$ cat src/hdl/dwc_pkg.sv
package dwc_pkg;
  // clock
  localparam int CLK_HZ = 100_000_000;
  localparam int MS_PER_S = 1000;

  // bus geometry
  localparam int ADDR_W = 8;
  localparam int DATA_W = 32;
  localparam int REG_W = 8;
  localparam int IDX_W = 6;
  localparam int CH_N = 4;

  // register indices, byte address is four times the index
  localparam logic [IDX_W-1:0] IDX_WD_CFG = 6'h0b;
  localparam logic [IDX_W-1:0] IDX_IN_CFG = 6'h0c;
  localparam logic [IDX_W-1:0] IDX_STATUS = 6'h10;
  localparam logic [IDX_W-1:0] IDX_MASK = 6'h11;
  localparam logic [IDX_W-1:0] IDX_LEVEL = 6'h12;
  localparam logic [IDX_W-1:0] IDX_OVL = 6'h13;
  localparam logic [IDX_W-1:0] IDX_WD_STAT = 6'h14;

  // reset values
  localparam logic [REG_W-1:0] WD_CFG_RST = 8'h00;
  localparam logic [REG_W-1:0] IN_CFG_RST = 8'h08;
  localparam logic [3:0] MASK_RST = 4'h0;

  // watchdog_and_detect_config fields
  localparam int WATCHDOG_TIMEOUT_SEL_LSB = 6;
  localparam int PROBE_LSB = 4;
  localparam int SHORT_LSB = 2;
  localparam int SYNC_EN_BIT = 1;
  localparam int RAISED_UV_BIT = 0;

  // input_and_supply_fault_config fields
  localparam int TYPE_TWO_BIT = 7;
  localparam int RSVD_BIT = 6;
  localparam int MASK_ALL_BIT = 5;
  localparam int VIEW_BIT = 4;
  localparam int PROTECT_BIT = 3;
  localparam int HOLD_BIT = 2;
  localparam int BLANK_LSB = 0;

  // interrupt status / mask layout
  localparam int ST_SERIAL_WD = 0;
  localparam int ST_SYNC_WD = 1;
  localparam int ST_SUPPLY = 2;
  localparam int ST_OVERLOAD = 3;
  localparam int ST_W = 4;

  // watchdog status layout
  localparam int WS_SERIAL_EN = 0;
  localparam int WS_SYNC_EN = 1;
  localparam int WS_SERIAL_TO = 2;
  localparam int WS_SYNC_TO = 3;
  localparam int WS_SUPPLY = 4;

  // times in ms
  localparam int WD_T1_MS = 200;
  localparam int WD_T2_MS = 600;
  localparam int WD_T3_MS = 1200;
  localparam int SYNC_DEF_MS = 600;
  localparam int HOLD_MS = 100;
  localparam int BLANK1_MS = 8;
  localparam int BLANK2_MS = 50;
  localparam int BLANK3_MS = 300;

  localparam int CNT_W = 16;

  typedef enum logic {
    DWC_BUS_IDLE,
    DWC_BUS_ACK
  } dwc_bus_t;
endpackage : dwc_pkg

$ cat src/hdl/dwc_ovl_if.sv
interface dwc_ovl_if;
  logic tick;
  logic [dwc_pkg::CNT_W-1:0] blank_ticks;
  logic [dwc_pkg::CNT_W-1:0] hold_ticks;
  logic hold_en;
  logic raw;
  logic fault;

  modport ctl (output tick, output blank_ticks, output hold_ticks, output hold_en, output raw, input fault);
  modport chan (input tick, input blank_ticks, input hold_ticks, input hold_en, input raw, output fault);
endinterface : dwc_ovl_if

$ cat src/hdl/dwc_ovl_chan.sv
module dwc_ovl_chan (
  // clock and reset
  input wire logic ref_clk,
  input wire logic rstn,
  // channel link
  dwc_ovl_if.chan ch
);
  typedef enum logic {
    DWC_OVL_CLEAR,
    DWC_OVL_FAULT
  } dwc_ovl_st_t;

  typedef struct packed {
    dwc_ovl_st_t st;
    logic [dwc_pkg::CNT_W-1:0] cnt;
  } dwc_ovl_state_t;

  dwc_ovl_state_t s_r;
  dwc_ovl_state_t s_nxt;

  always_comb begin
    s_nxt = s_r;
    unique case (s_r.st)
      DWC_OVL_CLEAR: begin
        if (!ch.raw) begin
          s_nxt.cnt = '0;
        end else if (ch.blank_ticks == '0 || s_r.cnt >= ch.blank_ticks) begin
          s_nxt.st = DWC_OVL_FAULT;
          s_nxt.cnt = '0;
        end else if (ch.tick) begin
          s_nxt.cnt = s_r.cnt + 1'b1;
        end
      end
      DWC_OVL_FAULT: begin
        if (ch.raw) begin
          s_nxt.cnt = '0;
        end else if (!ch.hold_en || s_r.cnt >= ch.hold_ticks) begin
          s_nxt.st = DWC_OVL_CLEAR;
          s_nxt.cnt = '0;
        end else if (ch.tick) begin
          s_nxt.cnt = s_r.cnt + 1'b1;
        end
      end
    endcase
  end

  always_ff @(posedge ref_clk) begin
    if (!rstn) begin
      s_r <= '{st: DWC_OVL_CLEAR, cnt: '0};
    end else begin
      s_r <= s_nxt;
    end
  end

  assign ch.fault = (s_r.st == DWC_OVL_FAULT);
endmodule : dwc_ovl_chan

$ cat src/hdl/dwc_regs.sv
// Behaviour
// - watchdog_timeout_sel 00 turns the serial watchdog off; 01/10/11 enable it with 200ms/600ms/1.2s for both watchdogs.
// - with the serial watchdog off the sync watchdog obeys only its enable and times out at 600ms.
// - sync_pin_watchdog_enable switches the sync watchdog on or off; its timeout follows the serial selection when that is on.
// - offstate_probe_current_sel picks one of four off-state probe currents.
// - supply_short_threshold_sel picks one of four short-to-supply thresholds, 9V up to 14V.
// - raised_undervoltage_threshold selects the raised undervoltage thresholds, which also shape the per-channel ok faults.
// - input_type_two_select chooses type 2 inputs when set and types 1 and 3 when clear.
// - bit 6 of the input configuration is reserved, resets to 0 and software writes 0 there.
// - supply_fault_mask_all removes every supply-level fault from the supply error flag.
// - level_view_select makes the channel level register show supply-ok faults instead of pin levels.
// - with level_view_select clear the per-channel supply-ok faults never reach the supply error flag.
// - over_supply_protect_enable turns off a channel gate when that channel sees an above-supply fault.
// - overload_hold_enable keeps each overload fault set for at least 100ms.
// - overload_blank_sel gives no blanking or 8ms, 50ms, 300ms of blanking on every channel overload fault.
module dwc_regs #(
  parameter int TICK_HZ = 1000,
  parameter int TICK_DIV = dwc_pkg::CLK_HZ / TICK_HZ
) (
  // clock and reset
  input wire logic ref_clk,
  input wire logic rstn,
  // avalon-mm slave
  input wire logic [dwc_pkg::ADDR_W-1:0] avs_address,
  input wire logic avs_read,
  input wire logic avs_write,
  input wire logic [dwc_pkg::DATA_W-1:0] avs_writedata,
  input wire logic [3:0] avs_byteenable,
  output logic [dwc_pkg::DATA_W-1:0] avs_readdata,
  output logic avs_waitrequest,
  // watchdog activity
  input wire logic serial_frame_ok,
  input wire logic sync_input_pin,
  // supply monitors
  input wire logic supply_uvlo,
  input wire logic supply_warn,
  input wire logic supply_low,
  input wire logic [dwc_pkg::CH_N-1:0] channel_supply_ok_fault,
  // channel pins
  input wire logic [dwc_pkg::CH_N-1:0] channel_pin,
  input wire logic [dwc_pkg::CH_N-1:0] above_supply_fault,
  input wire logic [dwc_pkg::CH_N-1:0] gate_request,
  input wire logic [dwc_pkg::CH_N-1:0] overload_raw,
  // configuration out
  output logic [1:0] offstate_probe_current_sel,
  output logic [1:0] supply_short_threshold_sel,
  output logic raised_undervoltage_threshold,
  output logic input_type_two_select,
  // status out
  output logic serial_watchdog_timeout,
  output logic sync_watchdog_timeout,
  output logic supply_error_flag,
  output logic [dwc_pkg::CH_N-1:0] gate_enable,
  output logic [dwc_pkg::CH_N-1:0] channel_overload_fault,
  output logic irq
);
  localparam int CW = dwc_pkg::CNT_W;

  generate
    if (TICK_HZ < 1 || TICK_HZ > 10000 || TICK_DIV < 1) begin : g_bad_tick
      $error("tick rate out of range");
    end
  endgenerate

  typedef struct packed {
    dwc_pkg::dwc_bus_t bus;
    logic wait_req;
    logic [dwc_pkg::DATA_W-1:0] rdata;
    logic [dwc_pkg::REG_W-1:0] wd_cfg;
    logic [dwc_pkg::REG_W-1:0] in_cfg;
    logic [dwc_pkg::ST_W-1:0] status;
    logic [dwc_pkg::ST_W-1:0] mask;
    logic irq;
    logic [31:0] tick_cnt;
    logic tick;
    logic [CW-1:0] swd_cnt;
    logic [CW-1:0] ywd_cnt;
    logic swd_to;
    logic ywd_to;
    logic sync_prev;
    logic supply_err;
    logic ovl_any;
    logic [dwc_pkg::CH_N-1:0] gate_en;
  } dwc_state_t;

  dwc_state_t s_r;
  dwc_state_t s_nxt;

  // ms to ticks, rounded up, never below one
  function automatic logic [CW-1:0] ms_to_ticks(input int ms);
    int t;
    t = (ms * TICK_HZ + dwc_pkg::MS_PER_S - 1) / dwc_pkg::MS_PER_S;
    if (t < 1) begin
      t = 1;
    end
    return CW'(t);
  endfunction : ms_to_ticks

  // watchdog timeout by selection
  function automatic logic [CW-1:0] wd_ticks(input logic [1:0] sel);
    logic [CW-1:0] r;
    unique case (sel)
      2'b01: r = ms_to_ticks(dwc_pkg::WD_T1_MS);
      2'b10: r = ms_to_ticks(dwc_pkg::WD_T2_MS);
      2'b11: r = ms_to_ticks(dwc_pkg::WD_T3_MS);
      2'b00: r = ms_to_ticks(dwc_pkg::SYNC_DEF_MS);
    endcase
    return r;
  endfunction : wd_ticks

  // blanking by selection, zero means none
  function automatic logic [CW-1:0] blank_ticks(input logic [1:0] sel);
    logic [CW-1:0] r;
    unique case (sel)
      2'b00: r = '0;
      2'b01: r = ms_to_ticks(dwc_pkg::BLANK1_MS);
      2'b10: r = ms_to_ticks(dwc_pkg::BLANK2_MS);
      2'b11: r = ms_to_ticks(dwc_pkg::BLANK3_MS);
    endcase
    return r;
  endfunction : blank_ticks

  // decoded configuration
  logic [1:0] watchdog_timeout_sel_sel;
  logic swd_en;
  logic ywd_en;
  logic [CW-1:0] swd_limit;
  logic [CW-1:0] ywd_limit;
  logic [dwc_pkg::CH_N-1:0] ovl_fault_w;
  logic [dwc_pkg::IDX_W-1:0] idx;
  logic addr_ok;

  assign watchdog_timeout_sel_sel = s_r.wd_cfg[dwc_pkg::WATCHDOG_TIMEOUT_SEL_LSB +: 2];
  assign swd_en = (watchdog_timeout_sel_sel != 2'b00);
  assign ywd_en = s_r.wd_cfg[dwc_pkg::SYNC_EN_BIT];
  assign swd_limit = wd_ticks(watchdog_timeout_sel_sel);
  assign ywd_limit = wd_ticks(watchdog_timeout_sel_sel);
  assign idx = avs_address[dwc_pkg::ADDR_W-1:2];
  assign addr_ok = (avs_address[1:0] == 2'b00);

  // per-channel overload timing
  generate
    for (genvar i = 0; i < dwc_pkg::CH_N; i++) begin : g_ch
      dwc_ovl_if ovl_if ();
      assign ovl_if.tick = s_r.tick;
      assign ovl_if.blank_ticks = blank_ticks(s_r.in_cfg[dwc_pkg::BLANK_LSB +: 2]);
      assign ovl_if.hold_ticks = ms_to_ticks(dwc_pkg::HOLD_MS);
      assign ovl_if.hold_en = s_r.in_cfg[dwc_pkg::HOLD_BIT];
      assign ovl_if.raw = overload_raw[i];
      assign ovl_fault_w[i] = ovl_if.fault;
      dwc_ovl_chan u_chan (
        .ref_clk(ref_clk),
        .rstn(rstn),
        .ch(ovl_if.chan)
      );
    end
  endgenerate

  // read mux
  function automatic logic [dwc_pkg::DATA_W-1:0] read_mux(input logic [dwc_pkg::IDX_W-1:0] i, input dwc_state_t s);
    logic [dwc_pkg::DATA_W-1:0] d;
    d = '0;
    unique case (i)
      dwc_pkg::IDX_WD_CFG: d[dwc_pkg::REG_W-1:0] = s.wd_cfg;
      dwc_pkg::IDX_IN_CFG: d[dwc_pkg::REG_W-1:0] = s.in_cfg;
      dwc_pkg::IDX_STATUS: d[dwc_pkg::ST_W-1:0] = s.status;
      dwc_pkg::IDX_MASK: d[dwc_pkg::ST_W-1:0] = s.mask;
      dwc_pkg::IDX_LEVEL: begin
        if (s.in_cfg[dwc_pkg::VIEW_BIT]) begin
          d[dwc_pkg::CH_N-1:0] = channel_supply_ok_fault;
        end else begin
          d[dwc_pkg::CH_N-1:0] = channel_pin;
        end
      end
      dwc_pkg::IDX_OVL: d[dwc_pkg::CH_N-1:0] = ovl_fault_w;
      dwc_pkg::IDX_WD_STAT: begin
        d[dwc_pkg::WS_SERIAL_EN] = swd_en;
        d[dwc_pkg::WS_SYNC_EN] = ywd_en;
        d[dwc_pkg::WS_SERIAL_TO] = s.swd_to;
        d[dwc_pkg::WS_SYNC_TO] = s.ywd_to;
        d[dwc_pkg::WS_SUPPLY] = s.supply_err;
      end
      default: d = '0;
    endcase
    return d;
  endfunction : read_mux

  always_comb begin
    logic wr;
    logic [dwc_pkg::ST_W-1:0] clr;
    logic [dwc_pkg::ST_W-1:0] ev;
    logic sync_edge;
    logic ok_fault_in;
    wr = 1'b0;
    clr = '0;
    ev = '0;
    sync_edge = 1'b0;
    ok_fault_in = 1'b0;
    s_nxt = s_r;

    // bus: one wait cycle, write lands on the edge where waitrequest is low
    unique case (s_r.bus)
      dwc_pkg::DWC_BUS_IDLE: begin
        if (avs_read || avs_write) begin
          s_nxt.bus = dwc_pkg::DWC_BUS_ACK;
          s_nxt.wait_req = 1'b0;
          s_nxt.rdata = (avs_read && addr_ok) ? read_mux(idx, s_r) : '0;
        end
      end
      dwc_pkg::DWC_BUS_ACK: begin
        s_nxt.bus = dwc_pkg::DWC_BUS_IDLE;
        s_nxt.wait_req = 1'b1;
        wr = avs_write && addr_ok && avs_byteenable[0];
      end
    endcase

    if (wr) begin
      unique case (idx)
        dwc_pkg::IDX_WD_CFG: s_nxt.wd_cfg = avs_writedata[dwc_pkg::REG_W-1:0];
        dwc_pkg::IDX_IN_CFG: s_nxt.in_cfg = avs_writedata[dwc_pkg::REG_W-1:0];
        dwc_pkg::IDX_STATUS: clr = avs_writedata[dwc_pkg::ST_W-1:0];
        dwc_pkg::IDX_MASK: s_nxt.mask = avs_writedata[dwc_pkg::ST_W-1:0];
        default: ;
      endcase
    end

    // tick generator
    if (s_r.tick_cnt >= 32'(TICK_DIV - 1)) begin
      s_nxt.tick_cnt = '0;
      s_nxt.tick = 1'b1;
    end else begin
      s_nxt.tick_cnt = s_r.tick_cnt + 32'h0000_0001;
      s_nxt.tick = 1'b0;
    end

    // serial watchdog
    if (!swd_en || serial_frame_ok) begin
      s_nxt.swd_cnt = '0;
      s_nxt.swd_to = 1'b0;
    end else if (s_r.swd_cnt >= swd_limit) begin
      s_nxt.swd_to = 1'b1;
    end else if (s_r.tick) begin
      s_nxt.swd_cnt = s_r.swd_cnt + 1'b1;
    end

    // sync watchdog, restarted by any sync pin edge
    s_nxt.sync_prev = sync_input_pin;
    sync_edge = sync_input_pin ^ s_r.sync_prev;
    if (!ywd_en || sync_edge) begin
      s_nxt.ywd_cnt = '0;
      s_nxt.ywd_to = 1'b0;
    end else if (s_r.ywd_cnt >= ywd_limit) begin
      s_nxt.ywd_to = 1'b1;
    end else if (s_r.tick) begin
      s_nxt.ywd_cnt = s_r.ywd_cnt + 1'b1;
    end

    // supply error
    ok_fault_in = s_r.in_cfg[dwc_pkg::VIEW_BIT] && (|channel_supply_ok_fault);
    s_nxt.supply_err = !s_r.in_cfg[dwc_pkg::MASK_ALL_BIT] && (supply_uvlo || supply_warn || supply_low || ok_fault_in);

    // gate drive with over-supply cut-off
    s_nxt.gate_en = gate_request & ~({dwc_pkg::CH_N{s_r.in_cfg[dwc_pkg::PROTECT_BIT]}} & above_supply_fault);

    // interrupt events on rising faults, set wins over clear
    s_nxt.ovl_any = |ovl_fault_w;
    ev[dwc_pkg::ST_SERIAL_WD] = s_nxt.swd_to && !s_r.swd_to;
    ev[dwc_pkg::ST_SYNC_WD] = s_nxt.ywd_to && !s_r.ywd_to;
    ev[dwc_pkg::ST_SUPPLY] = s_nxt.supply_err && !s_r.supply_err;
    ev[dwc_pkg::ST_OVERLOAD] = s_nxt.ovl_any && !s_r.ovl_any;
    s_nxt.status = (s_r.status & ~clr) | ev;
    s_nxt.irq = |(s_nxt.status & ~s_nxt.mask);
  end

  always_ff @(posedge ref_clk) begin
    if (!rstn) begin
      s_r <= '{
        bus: dwc_pkg::DWC_BUS_IDLE,
        wait_req: 1'b1,
        rdata: '0,
        wd_cfg: dwc_pkg::WD_CFG_RST,
        in_cfg: dwc_pkg::IN_CFG_RST,
        status: '0,
        mask: dwc_pkg::MASK_RST,
        irq: 1'b0,
        tick_cnt: '0,
        tick: 1'b0,
        swd_cnt: '0,
        ywd_cnt: '0,
        swd_to: 1'b0,
        ywd_to: 1'b0,
        sync_prev: 1'b0,
        supply_err: 1'b0,
        ovl_any: 1'b0,
        gate_en: '0
      };
    end else begin
      s_r <= s_nxt;
    end
  end

  // outputs
  assign avs_readdata = s_r.rdata;
  assign avs_waitrequest = s_r.wait_req;
  assign offstate_probe_current_sel = s_r.wd_cfg[dwc_pkg::PROBE_LSB +: 2];
  assign supply_short_threshold_sel = s_r.wd_cfg[dwc_pkg::SHORT_LSB +: 2];
  assign raised_undervoltage_threshold = s_r.wd_cfg[dwc_pkg::RAISED_UV_BIT];
  assign input_type_two_select = s_r.in_cfg[dwc_pkg::TYPE_TWO_BIT];
  assign serial_watchdog_timeout = s_r.swd_to;
  assign sync_watchdog_timeout = s_r.ywd_to;
  assign supply_error_flag = s_r.supply_err;
  assign gate_enable = s_r.gate_en;
  assign channel_overload_fault = ovl_fault_w;
  assign irq = s_r.irq;
endmodule : dwc_regs

$ cat config.mk
export PLATFORM = sky130hd
export DESIGN_NAME = dwc_regs
export DESIGN_NICKNAME = d
export VERILOG_FILES = /design/src/hdl/dwc_pkg.sv /design/src/hdl/dwc_ovl_if.sv /design/src/hdl/dwc_ovl_chan.sv /design/src/hdl/dwc_regs.sv
export SDC_FILE = /design/constraint.sdc
export NUM_CORES = 1
export LEC_CHECK = 0
export BUFFER_PORTS_ARGS = -buffer_cell sky130_fd_sc_hd__buf_2
export CAP_MARGIN = 20
export CORE_ASPECT_RATIO = 0.7
export CORE_MARGIN = 8
export CORE_UTILIZATION = 40
export CTS_CLUSTER_DIAMETER = 200
export CTS_CLUSTER_SIZE = 30
export DETAILED_ROUTE_END_ITERATION = 10
export PLACE_DENSITY = 0.65
export SLEW_MARGIN = 40
export SYNTH_ARGS = -nofsm -noshare
export SYNTH_HDL_FRONTEND = slang
export SYNTH_HIERARCHICAL = 1
export SYNTH_SLANG_ARGS = --single-unit
$ cat constraint.sdc
create_clock -name ref_clk -period 3.3 [get_ports ref_clk]
set_clock_uncertainty 0.1 [all_clocks]
set_input_delay 0.165 -clock ref_clk [delete_from_list [all_inputs] [get_ports ref_clk]]
set_output_delay 0.165 -clock ref_clk [all_outputs]
set_load 0.005 [all_outputs]
==> impl_metrics.csv <==
group,metric,value,unit
yosys,syn_inst,1375,
hold_path,hp-class,"primary input to flip-flop",
setup_path,worstSetupPathType,"flip-flop to flip-flop",
cts,clkTransAtPathRegs,0.07,ns
cts,root_buffer,"clkbuf_16",
floorplanning,coreArea,29700,µm²
floorplanning,start_util,0.402,
sta,tightest_slew,0.747,ns
yosys,synth_compound_area_frac,0.166,
yosys,synthMuxAreaShare,0.0158,
power,combinationalPowerShare,0.078,
yosys,synth_top_family_by_area,"simple AND/OR/NAND/NOR gates",
yosys,synthArstFlopShare,0,
finish,area_delta_synth_final,16.3,%
setup_path,cp.arrival,3.00,ns
floorplanning,die_area,35700,µm²
grt,antenna_found_initial,1,
floorplanning,die_h,161,µm
yosys,synth_edf_count,0,
sta,fin_crit_sh,0.827,
power,power.share.switching,0.250,
yosys,synth-main-ff-cell,"dfxtp_1",
sta,fin_crit,2.73,ns
setup_path,start_kind,"flip-flop",
finish,nets,1828,
finish,final_common_cell,"conb_1",
detailed_routing,vias,9809,
cts,h-tree-depth,4,
yosys,synth_xor_area_frac,0.0690,
detailed_routing,drtIter0Drc,625,
detailed_routing,wl_per_cell,14.4,µm
yosys,ys_ff_latch,177,
floorplanning,io_pins,124,
finish,drive_gt1_frac,0.139,
setup_path,endpoint_kind,"flip-flop",
placed_design,hpwlAfterDp,22200,µm
cts,numCtsBuffers,17,
sta,finalHoldViolations,0,
cts,clockBufferDepth,2,
sta,fin_setup_tns,0,ns
grt,grt_max_degree,33,
sta,slew_viol_final,0,
yosys,ys_warn_count,6,
power,ir_drop,0.000435,V
sta,setup_slack,0.570,ns
power,p_leak,5.79,nW
detailed_routing,dr.pass1.iters,5,
power,clkPwrFrac,0.461,
cts,clock-sinks,177,
finish,layout_common_cells,"conb_1 (183), dfxtp_1 (176), inv_1 (156), ha_1 (149), nand2_1 (103)",
detailed_routing,routed_wl,28800,µm
grt,grt_use_total,0.163,
setup_path,path_max_fanout,16,
flow_run,cap_violations,0,
outcome,outcome,"finished, final reports clean",
floorplanning,die_x,222,µm
power,power_density,340,nW/µm²
yosys,synth_fa_ha_area_frac,0.156,
cts,cts_tree,"built",
cts,post-cts-setup-buffers,0,
yosys,ys_seq_area_frac,0.297,
placed_design,gp_congestion,0.868,
sta,rsz0062_at_grt,"no",
placed_design,place_ws,0.602,ns
setup_path,r2r_cells,10,
sta,setup_viol,0,
finish,fin_util,0.467,
cts,clock_latency,0.45,ns
detailed_routing,viasPerCell,4.89,
placed_design,io_buffers,72,
detailed_routing,route.detailed.drc,0,
floorplanning,core.rowCount,53,
yosys,syn_avg_cell_area,8.68,µm²
sta,slew_headroom,0.502,
yosys,synth_cell_types,70,
setup_path,required,3.57,ns
power,p_switching,0.00118,W
yosys,syn_area,11900,µm²
power,p_total,0.00472,W
hold_path,min_path_cells,4,
grt,grt_pass1_vias,9415,
yosys,yosys.area_share.simple,0.200,
grt,overflow,0,
grt,grt_pass1_wl,47700,µm
power,internal_power,0.00354,W
power,seqPwrFrac,0.461,
detailed_routing,drtAntennaViolNets,0,
sta,fmax,0.366,GHz
[cell usage after synthesis, types with 11 or more instances]
cell,n,area share
buf_4,45,0.028
xor2_1,53,0.039
nor2_1,101,0.032
dfxtp_1,177,0.30
a21o_1,11,0.0069
nand3_1,49,0.021
a21oi_1,88,0.037
and2_1,24,0.013
inv_1,156,0.049
nand4_1,45,0.024
nand2_1,103,0.032
ha_1,149,0.16
and3_1,12,0.0063
a21oi_2,40,0.029
o21ai_1,12,0.0050
nor3_1,17,0.0071
xnor2_1,41,0.030
clkbuf_1,14,0.0044
nor4_1,22,0.012
mux2i_1,11,0.0092
o21ai_0,24,0.010
[power groups by stage]
stage	logic, W	clock network (W)	registers (W)
after global placement	0.000324	0	0.00222
after global routing	0.000419	0.00230	0.00218
after floorplan	0.000265	0	0.00222
final	0.000366	0.00218	0.00217
after CTS	0.000357	0.00222	0.00217
after detailed placement	0.000334	0	0.00222
[worst max-delay path, cell delays in order (launching register included)]
cell,delay (ns)
dfxtp_1,0.33
buf_4,0.19
nor2b_1,0.38
buf_4,0.28
inv_1,0.07
ha_1,0.18
a211o_1,0.25
a31oi_1,0.17
o21ai_1,0.11
a21bo_2,0.39
a21oi_1,0.19
[timing repair]
action                                 4_1_cts  5_1_grt
hold buffers                                24        0
resized for setup                            0        0
endpoints found under the hold margin       30        0
[cell families after synthesis]
logic type / after synthesis
muxes: 16
DFF: 177
AOI/OAI and AO/OA: 260
other: 2
adders and majority gates: 149
buffers and inverters: 235
xor gates and xnor gates: 94
and+or+nand+nor: 442
[flip-flops by register name (all words and copies together) (netlist names)]
name,count
avs_readdata,8
avs_waitrequest,1
g_ch.ovl_if.hold_en,1
g_ch.ovl_if.tick,1
g_ch.u_chan/ch.fault,4
g_ch.u_chan/s_r,64
gate_enable,4
input_type_two_select,1
irq,1
offstate_probe_current_sel,2
raised_undervoltage_threshold,1
s_r,84
serial_watchdog_timeout,1
supply_error_flag,1
supply_short_threshold_sel,2
sync_watchdog_timeout,1
[metal layers]
metal / up-vias / global-route usage / wire (µm)
li1: 5050 / - / -
met1: 4558 / 0.223 / 14300
met2: 183 / 0.256 / 12600
met3: 18 / 0.0401 / 1540
met4: 0 / 0.0355 / 401
met5: - / 0 / 0
[cell type report]
cell class              instances  area (µm²)
diodes                          1        2.50
clock inverters                13         176
clock buffers                  18         439
flip-flops and latches        177        3540
repair buffers                110         706
inverters                     156         586
multi-input cells            1144        7940
well taps                     385         482
fillers                      2848       15800
[stage by stage]
stage	cells	instance area [µm²]	hold slack (ns)
2_1_floorplan	1556	12600	0.156
3_3_place_gp	1948	13000	0.241
3_5_place_dp	1948	13000	0.245
4_1_cts	2003	13900	0.0944
5_1_grt	2003	13900	0.104
6_report	2004	13900	0.116
[path summary, 6_finish.rpt]
kind / start / end / slack [ns]
worst max-delay path: s_r[84]$_SDFFE_PN0P_ / g_ch[2].u_chan/s_r[6]$_SDFF_PN0_ / 0.57
worst max register to register: s_r[84]$_SDFFE_PN0P_ / g_ch[2].u_chan/s_r[6]$_SDFF_PN0_ / 0.57
worst min register to register: s_r[89]$_SDFFE_PN0P_ / s_r[89]$_SDFFE_PN0P_ / 0.36
worst min-delay path: avs_address[5] / avs_readdata[2]$_SDFFE_PN0P_ / 0.12
No activity file was read; power rests on OpenSTA's default activity.
